### src/tpc_pkg.sv
// package: register map, field layouts and shared types of the timer block
`default_nettype none
package tpc_pkg;
  // channel count and word widths
  localparam int NCH = 2;
  localparam int DIV_W = 7;

  // register byte offsets
  localparam logic [7:0] A_SC = 8'h00;
  localparam logic [7:0] A_CNT = 8'h04;
  localparam logic [7:0] A_MOD = 8'h08;
  localparam logic [7:0] A_PU = 8'h0c;
  localparam logic [7:0] A_CH0 = 8'h10;
  localparam logic [7:0] A_CH_STRIDE = 8'h08;

  // field positions inside written data
  localparam int SC_FLAG = 7;
  localparam int CS_FLAG = 7;

  // reset values and the full-range count
  localparam logic [15:0] CNT_RST = 16'h0000;
  localparam logic [15:0] MOD_RST = 16'h0000;
  localparam logic [15:0] VAL_RST = 16'h0000;
  localparam logic [15:0] CNT_FULL = 16'hffff;

  // clock source select, in register order: off, bus, fixed, external
  typedef enum logic [1:0] {CLK_OFF, CLK_BUS, CLK_FIX, CLK_EXT} tpc_clks_e;

  // channel mode: capture, compare, edge pwm (two codes)
  typedef enum logic [1:0] {MODE_CAP, MODE_CMP, MODE_PWM, MODE_PWM_B} tpc_mode_e;

  // timer status and control byte
  typedef struct packed {
    logic flag;
    logic ie;
    logic center_aligned_pwm_mode;
    tpc_clks_e clks;
    logic [2:0] ps;
  } tpc_sc_s;

  // channel status and control byte
  typedef struct packed {
    logic flag;
    logic ie;
    tpc_mode_e mode;
    logic [1:0] els;
    logic [1:0] rsv;
  } tpc_cs_s;

  localparam tpc_sc_s SC_RST = '0;
  localparam tpc_cs_s CS_RST = '0;
endpackage : tpc_pkg
`default_nettype wire

### src/tpc_sync.sv
// module: two-flop synchroniser for a group of pin levels
`default_nettype none
module tpc_sync #(
  parameter int W = 1
) (
  // clock and reset
  input wire logic clock,
  input wire logic rst_n,
  // levels
  input wire logic [W-1:0] d,
  output logic [W-1:0] q
);
  typedef struct packed {
    logic [W-1:0] s1;
    logic [W-1:0] s2;
  } tpc_sync_s;

  tpc_sync_s s_q;
  tpc_sync_s s_d;

  // first stage feeds only the second stage
  always_comb begin
    s_d.s1 = d;
    s_d.s2 = s_q.s1;
  end

  always_ff @(posedge clock or negedge rst_n) begin
    if (!rst_n) begin
      s_q <= '0;
    end else begin
      s_q <= s_d;
    end
  end

  assign q = s_q.s2;
endmodule : tpc_sync
`default_nettype wire

### src/tpc_prescale.sv
// module: clock source select and divide-by-2^n prescaler, one-cycle tick out
`default_nettype none
module tpc_prescale (
  // clock and reset
  input wire logic clock,
  input wire logic rst_n,
  // selection
  input wire tpc_pkg::tpc_clks_e clks,
  input wire logic [2:0] ps,
  // synchronised source levels
  input wire logic fix_s,
  input wire logic ext_s,
  // counter advance
  output logic tick
);
  typedef struct packed {
    logic [tpc_pkg::DIV_W-1:0] div;
    logic fprev;
    logic eprev;
    logic tick;
  } tpc_pre_s;

  tpc_pre_s s_q;
  tpc_pre_s s_d;
  logic ev;
  logic [tpc_pkg::DIV_W-1:0] mask;

  // slow sources count on rising edges only, so they must stay below half the bus rate
  always_comb begin
    s_d = s_q;
    s_d.fprev = fix_s;
    s_d.eprev = ext_s;
    mask = tpc_pkg::DIV_W'((8'h01 << ps) - 8'h01);
    case (clks)
      tpc_pkg::CLK_BUS: ev = 1'b1;
      tpc_pkg::CLK_FIX: ev = fix_s && !s_q.fprev;
      tpc_pkg::CLK_EXT: ev = ext_s && !s_q.eprev;
      default: ev = 1'b0;
    endcase
    s_d.tick = ev && ((s_q.div & mask) == mask);
    if (clks == tpc_pkg::CLK_OFF) begin
      s_d.div = '0;
    end else if (ev) begin
      s_d.div = tpc_pkg::DIV_W'(s_q.div + 7'h01);
    end
  end

  always_ff @(posedge clock or negedge rst_n) begin
    if (!rst_n) begin
      s_q <= '0;
    end else begin
      s_q <= s_d;
    end
  end

  assign tick = s_q.tick;
endmodule : tpc_prescale
`default_nettype wire

### src/tpc_timer.sv
// module: 16-bit timer with capture, compare and pwm channels behind apb
//
// Overview of operation
// - prescaler ahead of counter divides by 1, 2, 4 up to 128
// - 16-bit counter counts up, or up and down in center-aligned mode
// - a 16-bit modulus bounds the counter range
// - modulus of all zeros or all ones lets the counter run full range
// - reading the counter returns it and never disturbs counting
// - any write to the counter clears it, whatever the data
// - clock source code one-one feeds the prescaler from the external pin
// - external clock passes a bus-clocked synchroniser first
// - a channel whose pin is the clock input never uses that pin
// - each channel owns exactly one pin shared with a port bit
// - timer-owned pin ignores port data and direction; otherwise port rules
// - after reset timer off, pins port inputs, pull-ups off
// - pull-up may be enabled on any pin used as timer input
// - each channel independently capture, compare or edge pwm
// - center-aligned pwm selected once for all channels
// - capture latches count on rising, falling or either edge
// - compare match sets, clears or toggles the pin
// - pwm outputs have selectable polarity
// - one interrupt per channel plus one overflow interrupt
// - clock from bus clock, fixed system clock or external pin
// - clock code 00 off, 01 bus, 10 fixed, 11 external
// - overflow flag on wrap to zero, or on step down from top
// - flag clears by read-while-set then write zero; overflow restarts
`default_nettype none
module tpc_timer #(
  parameter int NCH = tpc_pkg::NCH,
  parameter int EXT_CH = 0,
  parameter bit EXT_SHARED = 1'b1
) (
  // clock and reset
  input wire logic clock,
  input wire logic rst_b,
  // apb slave
  input wire logic psel,
  input wire logic penable,
  input wire logic pwrite,
  input wire logic [7:0] paddr,
  input wire logic [31:0] pwdata,
  output logic [31:0] prdata,
  output logic pready,
  output logic pslverr,
  // clock source pins
  input wire logic fixed_system_clock,
  input wire logic external_timer_clock_pin,
  // channel pins and the port bits sharing them
  input wire logic [NCH-1:0] channel_io_pin_in,
  output logic [NCH-1:0] channel_io_pin_out,
  output logic [NCH-1:0] channel_io_pin_oe,
  output logic [NCH-1:0] pin_pullup_en,
  input wire logic [NCH-1:0] port_data,
  input wire logic [NCH-1:0] port_dir,
  // interrupt requests
  output logic overflow_irq,
  output logic [NCH-1:0] channel_irq
);
  typedef struct packed {
    tpc_pkg::tpc_sc_s sc;
    logic tof_arm;
    logic [15:0] cnt;
    logic down;
    logic [15:0] modv;
    tpc_pkg::tpc_cs_s [NCH-1:0] cs;
    logic [NCH-1:0] ch_arm;
    logic [NCH-1:0][15:0] val;
    logic [NCH-1:0][15:0] vbuf;
    logic [NCH-1:0] pin_prev;
    logic [NCH-1:0] oc_lvl;
    logic [NCH-1:0] pu;
    logic [NCH-1:0] pin_out;
    logic [NCH-1:0] pin_oe;
    logic [NCH-1:0] pu_out;
    logic [31:0] prdata;
    logic pready;
    logic pslverr;
    logic ovf_irq;
    logic [NCH-1:0] ch_irq;
  } tpc_state_s;

  tpc_state_s s_q;
  tpc_state_s s_d;
  logic [1:0] rst_sync_q;
  logic rst_n;
  logic tick;
  logic fix_s;
  logic ext_s;
  logic [NCH-1:0] pin_s;
  logic wr;
  logic rd;
  logic sel_sc;
  logic sel_cnt;
  logic sel_mod;
  logic sel_pu;
  logic sel_cs;
  logic sel_cv;
  logic [4:0] ch_sel;
  logic ovf;
  logic [15:0] top;
  logic [NCH-1:0] own;
  logic [NCH-1:0] pwm;
  logic [NCH-1:0] lvl;

  // channel slot of an address, and whether it falls in the channel window
  function automatic logic [4:0] ch_of(input logic [7:0] a);
    logic [7:0] off;
    off = 8'(a - tpc_pkg::A_CH0);
    return off[7:3];
  endfunction : ch_of

  function automatic logic in_ch(input logic [7:0] a);
    return (a >= tpc_pkg::A_CH0) && (ch_of(a) < 5'(NCH)) && (a[1:0] == 2'b00);
  endfunction : in_ch

  // reset release is synchronised; assertion stays asynchronous
  always_ff @(posedge clock or negedge rst_b) begin
    if (!rst_b) begin
      rst_sync_q <= 2'b00;
    end else begin
      rst_sync_q <= {rst_sync_q[0], 1'b1};
    end
  end
  assign rst_n = rst_sync_q[1];

  // pins from outside the clock domain
  tpc_sync #(.W(NCH + 2)) u_sync (
    .clock(clock),
    .rst_n(rst_n),
    .d({external_timer_clock_pin, fixed_system_clock, channel_io_pin_in}),
    .q({ext_s, fix_s, pin_s})
  );

  tpc_prescale u_pre (
    .clock(clock),
    .rst_n(rst_n),
    .clks(s_q.sc.clks),
    .ps(s_q.sc.ps),
    .fix_s(fix_s),
    .ext_s(ext_s),
    .tick(tick)
  );

  always_comb begin
    s_d = s_q;
    // apb: one wait state so read data comes from a flip-flop
    wr = psel && penable && s_q.pready && pwrite;
    rd = psel && penable && s_q.pready && !pwrite;
    sel_sc = 1'b0;
    sel_cnt = 1'b0;
    sel_mod = 1'b0;
    sel_pu = 1'b0;
    sel_cs = 1'b0;
    sel_cv = 1'b0;
    ch_sel = ch_of(paddr);
    if (paddr == tpc_pkg::A_SC) begin
      sel_sc = 1'b1;
    end else if (paddr == tpc_pkg::A_CNT) begin
      sel_cnt = 1'b1;
    end else if (paddr == tpc_pkg::A_MOD) begin
      sel_mod = 1'b1;
    end else if (paddr == tpc_pkg::A_PU) begin
      sel_pu = 1'b1;
    end else if (in_ch(paddr)) begin
      sel_cs = !paddr[2];
      sel_cv = paddr[2];
    end
    s_d.pready = psel && penable && !s_q.pready;
    s_d.pslverr = 1'b0;
    s_d.prdata = '0;
    if (s_d.pready) begin
      s_d.pslverr = !(sel_sc || sel_cnt || sel_mod || sel_pu || sel_cs || sel_cv);
      if (sel_sc) begin
        s_d.prdata = {24'h000000, s_q.sc};
      end else if (sel_cnt) begin
        s_d.prdata = {16'h0000, s_q.cnt};
      end else if (sel_mod) begin
        s_d.prdata = {16'h0000, s_q.modv};
      end else if (sel_pu) begin
        s_d.prdata = 32'(s_q.pu);
      end else if (sel_cs) begin
        s_d.prdata = {24'h000000, s_q.cs[ch_sel]};
      end else if (sel_cv) begin
        s_d.prdata = {16'h0000, s_q.val[ch_sel]};
      end
    end

    // counter: up with wrap, or up/down in center mode
    top = (s_q.modv == tpc_pkg::MOD_RST || s_q.modv == tpc_pkg::CNT_FULL) ?
      tpc_pkg::CNT_FULL : s_q.modv;
    ovf = 1'b0;
    if (tick) begin
      if (!s_q.sc.center_aligned_pwm_mode) begin
        if (s_q.cnt == top) begin
          s_d.cnt = tpc_pkg::CNT_RST;
          ovf = 1'b1;
        end else begin
          s_d.cnt = 16'(s_q.cnt + 16'h0001);
        end
      end else if (!s_q.down) begin
        if (s_q.cnt >= top) begin
          s_d.down = 1'b1;
          s_d.cnt = 16'(s_q.cnt - 16'h0001);
          ovf = 1'b1;
        end else begin
          s_d.cnt = 16'(s_q.cnt + 16'h0001);
        end
      end else if (s_q.cnt == 16'h0000) begin
        s_d.down = 1'b0;
        s_d.cnt = 16'h0001;
      end else begin
        s_d.cnt = 16'(s_q.cnt - 16'h0001);
      end
    end
    if (wr && sel_cnt) begin
      s_d.cnt = tpc_pkg::CNT_RST;
      s_d.down = 1'b0;
    end

    // control writes and overflow flag clear sequence
    if (wr && sel_sc) begin
      s_d.sc.ie = pwdata[6];
      s_d.sc.center_aligned_pwm_mode = pwdata[5];
      s_d.sc.clks = tpc_pkg::tpc_clks_e'(pwdata[4:3]);
      s_d.sc.ps = pwdata[2:0];
      if (s_q.tof_arm && !pwdata[tpc_pkg::SC_FLAG]) begin
        s_d.sc.flag = 1'b0;
        s_d.tof_arm = 1'b0;
      end
    end
    if (rd && sel_sc && s_q.sc.flag) begin
      s_d.tof_arm = 1'b1;
    end
    // a new overflow beats a clear in the same cycle and restarts the sequence
    if (ovf) begin
      s_d.sc.flag = 1'b1;
      s_d.tof_arm = 1'b0;
    end
    if (wr && sel_mod) begin
      s_d.modv = pwdata[15:0];
    end
    if (wr && sel_pu) begin
      s_d.pu = pwdata[NCH-1:0];
    end

    // channels
    for (int i = 0; i < NCH; i++) begin
      pwm[i] = s_q.sc.center_aligned_pwm_mode || s_q.cs[i].mode[1];
      own[i] = (s_q.sc.clks != tpc_pkg::CLK_OFF) && (s_q.cs[i].els != 2'b00)
        && !(EXT_SHARED && i == EXT_CH && s_q.sc.clks == tpc_pkg::CLK_EXT);
      s_d.pin_prev[i] = pin_s[i];
      if (wr && sel_cs && ch_sel == 5'(i)) begin
        s_d.cs[i].ie = pwdata[6];
        s_d.cs[i].mode = tpc_pkg::tpc_mode_e'(pwdata[5:4]);
        s_d.cs[i].els = pwdata[3:2];
        if (s_q.ch_arm[i] && !pwdata[tpc_pkg::CS_FLAG]) begin
          s_d.cs[i].flag = 1'b0;
          s_d.ch_arm[i] = 1'b0;
        end
      end
      if (rd && sel_cs && ch_sel == 5'(i) && s_q.cs[i].flag) begin
        s_d.ch_arm[i] = 1'b1;
      end
      // pwm writes go to the buffer; other modes load the active value at once
      if (wr && sel_cv && ch_sel == 5'(i)) begin
        s_d.vbuf[i] = pwdata[15:0];
        if (!pwm[i]) begin
          s_d.val[i] = pwdata[15:0];
        end
      end
      if (pwm[i] && ovf) begin
        s_d.val[i] = s_q.vbuf[i];
      end
      if (pwm[i]) begin
        // active while below the value; low bit of the edge field inverts
        lvl[i] = (s_d.cnt < s_q.val[i]) ^ s_q.cs[i].els[0];
        if (tick && s_d.cnt == s_q.val[i]) begin
          s_d.cs[i].flag = 1'b1;
          s_d.ch_arm[i] = 1'b0;
        end
      end else if (s_q.cs[i].mode == tpc_pkg::MODE_CMP) begin
        // compare still flags with no pin, usable as a software timer
        if (tick && s_d.cnt == s_q.val[i]) begin
          s_d.cs[i].flag = 1'b1;
          s_d.ch_arm[i] = 1'b0;
          case (s_q.cs[i].els)
            2'b01: s_d.oc_lvl[i] = !s_q.oc_lvl[i];
            2'b10: s_d.oc_lvl[i] = 1'b0;
            2'b11: s_d.oc_lvl[i] = 1'b1;
            default: s_d.oc_lvl[i] = s_q.oc_lvl[i];
          endcase
        end
        lvl[i] = s_d.oc_lvl[i];
      end else begin
        lvl[i] = 1'b0;
        if (own[i] && ((s_q.cs[i].els[0] && pin_s[i] && !s_q.pin_prev[i])
            || (s_q.cs[i].els[1] && !pin_s[i] && s_q.pin_prev[i]))) begin
          s_d.val[i] = s_q.cnt;
          s_d.cs[i].flag = 1'b1;
          s_d.ch_arm[i] = 1'b0;
        end
      end
      // one pin per channel: when owned the timer drives it, or keeps it an input for capture; else the port bit does
      if (own[i]) begin
        s_d.pin_oe[i] = s_q.cs[i].mode != tpc_pkg::MODE_CAP || s_q.sc.center_aligned_pwm_mode;
        s_d.pin_out[i] = lvl[i];
      end else begin
        s_d.pin_oe[i] = port_dir[i];
        s_d.pin_out[i] = port_data[i];
      end
      s_d.pu_out[i] = s_q.pu[i] && ((own[i] && !s_d.pin_oe[i])
        || (EXT_SHARED && i == EXT_CH && s_q.sc.clks == tpc_pkg::CLK_EXT));
      s_d.ch_irq[i] = s_d.cs[i].flag && s_d.cs[i].ie;
    end
    s_d.ovf_irq = s_d.sc.flag && s_d.sc.ie;
  end

  // everything, including pins, starts idle: timer off, pins port inputs, pull-ups off
  always_ff @(posedge clock or negedge rst_n) begin
    if (!rst_n) begin
      s_q <= '0;
    end else begin
      s_q <= s_d;
    end
  end

  assign prdata = s_q.prdata;
  assign pready = s_q.pready;
  assign pslverr = s_q.pslverr;
  assign channel_io_pin_out = s_q.pin_out;
  assign channel_io_pin_oe = s_q.pin_oe;
  assign pin_pullup_en = s_q.pu_out;
  assign overflow_irq = s_q.ovf_irq;
  assign channel_irq = s_q.ch_irq;
endmodule : tpc_timer
`default_nettype wire

### config.mk
export PLATFORM = sky130hd
export DESIGN_NAME = tpc_timer
export DESIGN_NICKNAME = d
export VERILOG_FILES = /design/src/tpc_pkg.sv /design/src/tpc_sync.sv /design/src/tpc_prescale.sv /design/src/tpc_timer.sv
export SDC_FILE = /design/constraint.sdc
export NUM_CORES = 1
export LEC_CHECK = 0
export ABC_AREA = 1
export BUFFER_PORTS_ARGS = -buffer_cell sky130_fd_sc_hd__buf_2
export CORE_MARGIN = 10
export CORE_UTILIZATION = 25
export CTS_CLUSTER_SIZE = 16
export DETAILED_ROUTE_END_ITERATION = 7
export SYNTH_ARGS = -nofsm -noshare
export SYNTH_HDL_FRONTEND = slang
export SYNTH_HIERARCHICAL = 1
export SYNTH_SLANG_ARGS = --single-unit
export TNS_END_PERCENT = 5
### constraint.sdc
create_clock -name clock -period 7.8 [get_ports clock]
set_clock_uncertainty 0.15 [all_clocks]
set_input_delay 0.39 -clock clock [delete_from_list [all_inputs] [get_ports clock]]
set_output_delay 0.39 -clock clock [all_outputs]
set_load 0.01 [all_outputs]
Word-level counts from Yosys, hierarchy flattened

Index checks and enable logic that the tools add are counted.

Flip-flop bits (word level): 189
Bits of input ports: 53
Logic and storage cells: 287

Add/subtract/negate cells: 5
Magnitude comparators: 6
Eq/ne operators: 20
Shifts and indexed selects: 1
Muxes and demuxes: 106
Bitwise gates (word level): 5
Reductions and logical operators: 103

Operator list:

| operator                                                                      | number |
|---|---|
| 16-bit two-way mux                                                            | 26 |
| 1-bit two-way mux                                                             | 67 |
| 1-bit logical AND                                                             | 54 |
| 17-bit two-way mux                                                            | 3 |
| 16-bit == test                                                                | 3 |
| 16-bit zero test                                                              | 2 |
| 16-bit less-than comparator                                                   | 2 |
| 16-bit by 1-bit adder with 16-bit output (second input constant)              | 1 |
| 16-bit == test (second input constant)                                        | 1 |
| 8-bit by 4-bit == test with 1-bit output (second input constant)              | 2 |
| 16-bit greater-or-equal comparator                                            | 1 |
| 1-bit zero test                                                               | 16 |
| 8-bit two-way mux                                                             | 2 |
| 2-bit nonzero test                                                            | 8 |
| 16-bit by 1-bit subtractor with 16-bit output (second input constant)         | 1 |
| 7-bit two-way mux                                                             | 2 |
| 1-bit logical OR                                                              | 13 |
| 2-bit == test (second input constant)                                         | 6 |
| 6-bit two-way mux                                                             | 2 |
| 2-bit by 1-bit == test with 1-bit output (second input constant)              | 5 |
| 5-bit by 2-bit less-than comparator with 1-bit output (second input constant) | 2 |
| 9-bit two-way mux                                                             | 1 |
| 1-bit case mux with 3 select lines                                            | 3 |
| 8-bit by 3-bit == test with 1-bit output (second input constant)              | 1 |
| 15 further kinds                                                              | 22 |

Longest topological paths before layout

Depth in word-level cells: 16
Depth in mapped cells: 32
Depth with buffers taken out: 32

Hierarchy

The synthesis kept the hierarchy.

Modules (own cells, without submodules):

| module       | times used | cells each | area an instance (µm²) | sequential area each (µm²) |
|---|---|---|---|---|
| tpc_timer    | 1          | 1,493      | 10,711.5               | 3,878.7 |
| tpc_prescale | 1          | 75         | 565.5                  | 250.2 |
| tpc_sync     | 1          | 8          | 200.2                  | 200.2 |

Worst setup path before layout

No wires, ideal clock.

Path type: flip-flop to flip-flop
Start point: reg s_q[132] (netlist name)
End point: reg s_q, in the netlist channel_io_pin_out[1]
Setup time: 120 ps
Data arrival time: 3,956 ps
Required time: 7,530 ps
Setup slack: 3,574 ps
Cell stages (with the launch flop): 29
Buffers on the path: 2
Period minus slack after synthesis: 4,226 ps
Path through: dfrtp_1 > nand4_1 > o41ai_2 > clkbuf_1 > nor2_1 > ha_1 > nand2_1 > nor2_2 > nand2_2 > o21ai_0 > nor2_1 > nand3_2 > nand2_1 > buf_2 > o21ai_0 > nand3_1 > a21oi_1 > ha_1 > nand2_1 > inv_1 > nand3_1 > nor3_1 > nand3_1 > o21ai_0 > o21ai_0 > nand2_1 > o21ai_0 > nand2_1 > nand2_1

RTL lines:

| item                   | RTL line         | text |
|---|---|---|
| start, declared        | tpc_timer.sv:82  | `tpc_state_s s_q;` |
| start signal, assigned | tpc_timer.sv:321 | `s_q <= '0;` |
| start signal, assigned | tpc_timer.sv:323 | `s_q <= s_d;` |

==> metrics.yaml <==
r2r_setup_slack_ps: 2150
synth_edf_count: 0
vias_per_cell: 4.83
synthAdderAreaFrac: 0.0589
worstPathRequired_ps: 8000
max_freq_mhz: 177
grt_max_degree: 75
synth_top_cell_area_share: 0.377
die-height_um: 234
routed_wl_um: 37800
detail-route-antenna-nets: 0
fin_crit_ps: 5650
rsz0062_at_grt: "false"
initial_core_util: 0.253
finalSetupTns_ps: 0
maxCapViolations: 0
endpoint_kind: "register"
worstPathArrival_ps: 5860
post-route-drc-count: 0
placed_area_mm2: 0.0120
portBuffers: 63
ios: 96
synthToLayoutAreaGrowth_pct: 10.8
hold_class: "in -> reg"
final_max_slew_viol_count: 0
design_area_mm2: 0.0127
worstPathMaxFanout: 16
wire_per_inst_um: 17.2
ctsResizeCount: 0
synth_top_flop_cell: "dfrtp_1"
cellPowerDensity_mw_per_mm2: 168
p_leak_nw: 6.32
cts.sinks: 173
start_kind: "register"
ys_seq_area_frac: 0.377
synthSimpleGateAreaFrac: 0.292
numCtsBuffers: 17
hold_violations: 0
cp_slowest_stage_delay_ps: 500
synth_area_leader_cell: "dfrtp_1"
row_count: 78
regArea_mm2: 0.00433
hpwl_um: 27700
cts_root_buf: "clkbuf_16"
cts_max_path_buffers: 2
clkLatencyLatePin_ps: 470
grt_pass1_wl_um: 58700
synth_area_mm2: 0.0115
peakVddDrop_mv: 0.160
cts_tree: "done"
synth_top_family_by_area: "simple AND/OR/NAND/NOR gates"
setup_violations: 0
synth_xor_area_frac: 0.0207
utilization: 0.280
grt_usage: 0.138
dieArea_mm2: 0.0549
yosys_warnings: 6
synth-seq-cells: 173
yosysUniqueCellTypes: 52
multi_input_area_mm2: 0.00585
place.gp.congestion: 0.979
die_x_um: 234
run_status: "completed"
cts.htree.levels: 4
synth.most_common_cell: "nand2_1"
drt_pass1_iterations: 6
fillers: 4940
fin_crit_sh: 0.725
grt_antenna_before_repair: 2
diodes: 0
drive_gt1_frac: 0.107
synth.mux.area_fraction: 0.000872
synth_top_cells_by_area: "dfrtp_1 (38%), nand2_1 (15%), ha_1 (5.9%)"
first_global_vias: 10400
relSlewSlack: 0.314
drt_iter0_drc: 1042
syn_inst: 1576
synth_compound_area_frac: 0.131
nNetsFinal: 1691
grt.overflow.total: 0
slowest_stage: "dfrtp_1"
tightest_slew_ps: 1030
syn_avg_cell_area_um2: 7.28
criticalPathCategory: "reg -> reg"
cp_common_cell: "nand2_1"
num_vias: 10600
core-area_mm2: 0.0454
cts.clk_slew.worst_paths_ps: 70
netlist_top_cells_count: "nand2_1 (470), dfrtp_1 (173), inv_1 (163), o21ai_0 (131), nor2_1 (89)"
async_flop_share: 1.00
## where the power goes
| group | leakage (nW) | internal [mW] | switching, mW | total, mW |
|---|---|---|---|---|
| Clock | 0.302 | 0.489 | 0.423 | 0.912 |
| Combinational | 3.71 | 0.0852 | 0.194 | 0.279 |
| Sequential | 2.31 | 0.911 | 0.0298 | 0.941 |
## stage by stage
step	hold slack [ps]	total power, mW	std cells	setup WS [ps]
2_1_floorplan	-55.6	1.13	1591	2470
5_1_grt	85.3	2.22	2197	1660
3_5_place_dp	27.8	1.23	2157	2140
3_3_place_gp	24.9	1.23	2157	2200
4_1_cts	59.6	2.14	2197	2130
6_report	74.4	2.13	2197	2150
## placed cells by master (no fill, tap or decap), types with 5 or more instances in the layout
| master | instances |
|---|---|
| a21o_1 | 5 |
| a21oi_1 | 50 |
| a311oi_1 | 8 |
| buf_2 | 63 |
| buf_4 | 10 |
| clkbuf_16 | 17 |
| conb_1 | 17 |
| dfrtp_1 | 171 |
| dlygate4sd3_1 | 8 |
| ha_1 | 54 |
| inv_1 | 163 |
| inv_2 | 14 |
| inv_6 | 7 |
| nand2_1 | 470 |
| nand2_2 | 9 |
| nand3_1 | 80 |
| nand3_2 | 6 |
| nand4_1 | 54 |
| nor2_1 | 88 |
| nor2_2 | 10 |
| nor2_4 | 7 |
| nor3_1 | 17 |
| nor4_1 | 6 |
| o211ai_1 | 21 |
| o21ai_0 | 131 |
| o21ai_1 | 42 |
| xor2_1 | 23 |
## sequential cells by signal, indices dropped and copies added, names as in the netlist, 2 cells and up
signal              cells
s_q                   126
channel_io_pin_out      2
channel_io_pin_oe       2
prdata                 16
u_sync/s_d              4
pin_pullup_en           2
channel_irq             2
u_pre/s_q               9
rst_sync_q              2
u_sync/q                4
## what timing repair did
item / in CTS / in global routing
hold buffers: 8 / 0
setup buffers: 0 / 0
endpoints found under the hold margin: 9 / 0
## layer usage
metal	GRT usage	up-vias	part of all wire
met3	0.0233	62	0.062
met4	0.0574	4	0.027
met5	0	-	0.00066
met1	0.168	5068	0.42
li1	-	5103	-
met2	0.237	380	0.49
## path summary, 6_finish.rpt
| path | startpoint | to | cells after the start |
|---|---|---|---|
| setup / recovery | s_q[142] | channel_io_pin_out[1] | 28 |
| hold / removal | pwdata[2] | s_q[125] | 3 |
| setup reg to reg | s_q[142] | channel_io_pin_out[1] | 28 |
| hold reg to reg | rst_sync_q[1] | u_sync/s_d[1] | 0 |
| max in group asynchronous | rst_sync_q[1] | u_pre/tick | 1 |
| min in group asynchronous | rst_b | rst_sync_q[1] | 2 |
## kinds of logic after synthesis
| logic type | after synthesis |
|---|---|
| XOR/XNOR | 25 |
| buffers and inverters | 288 |
| AO/OA/AOI/OAI | 272 |
| multiplexers | 1 |
| other | 2 |
| flip-flops | 173 |
| adder cells (fa/ha/maj) | 54 |
| AND/OR/NAND/NOR | 761 |
## worst max-delay path, delay by kind of cell, from the launching register on
kind / cells / cell delay, ps
simple gates: 16 / 2450
compound gates: 7 / 1250
buf+inv: 3 / 690
flops: 1 / 500
fa+ha+maj: 2 / 470
## final cells by class
cell class / instances / area share
clock buffers: 17 / 0.0334
inverters: 181 / 0.0542
well taps: 600 / 0.0590
clock inverters: 15 / 0.0157
repair buffers: 81 / 0.0370
flip-flops and latches: 173 / 0.341
multi-input cells: 1130 / 0.460
(Power assumes the default switching activity.)
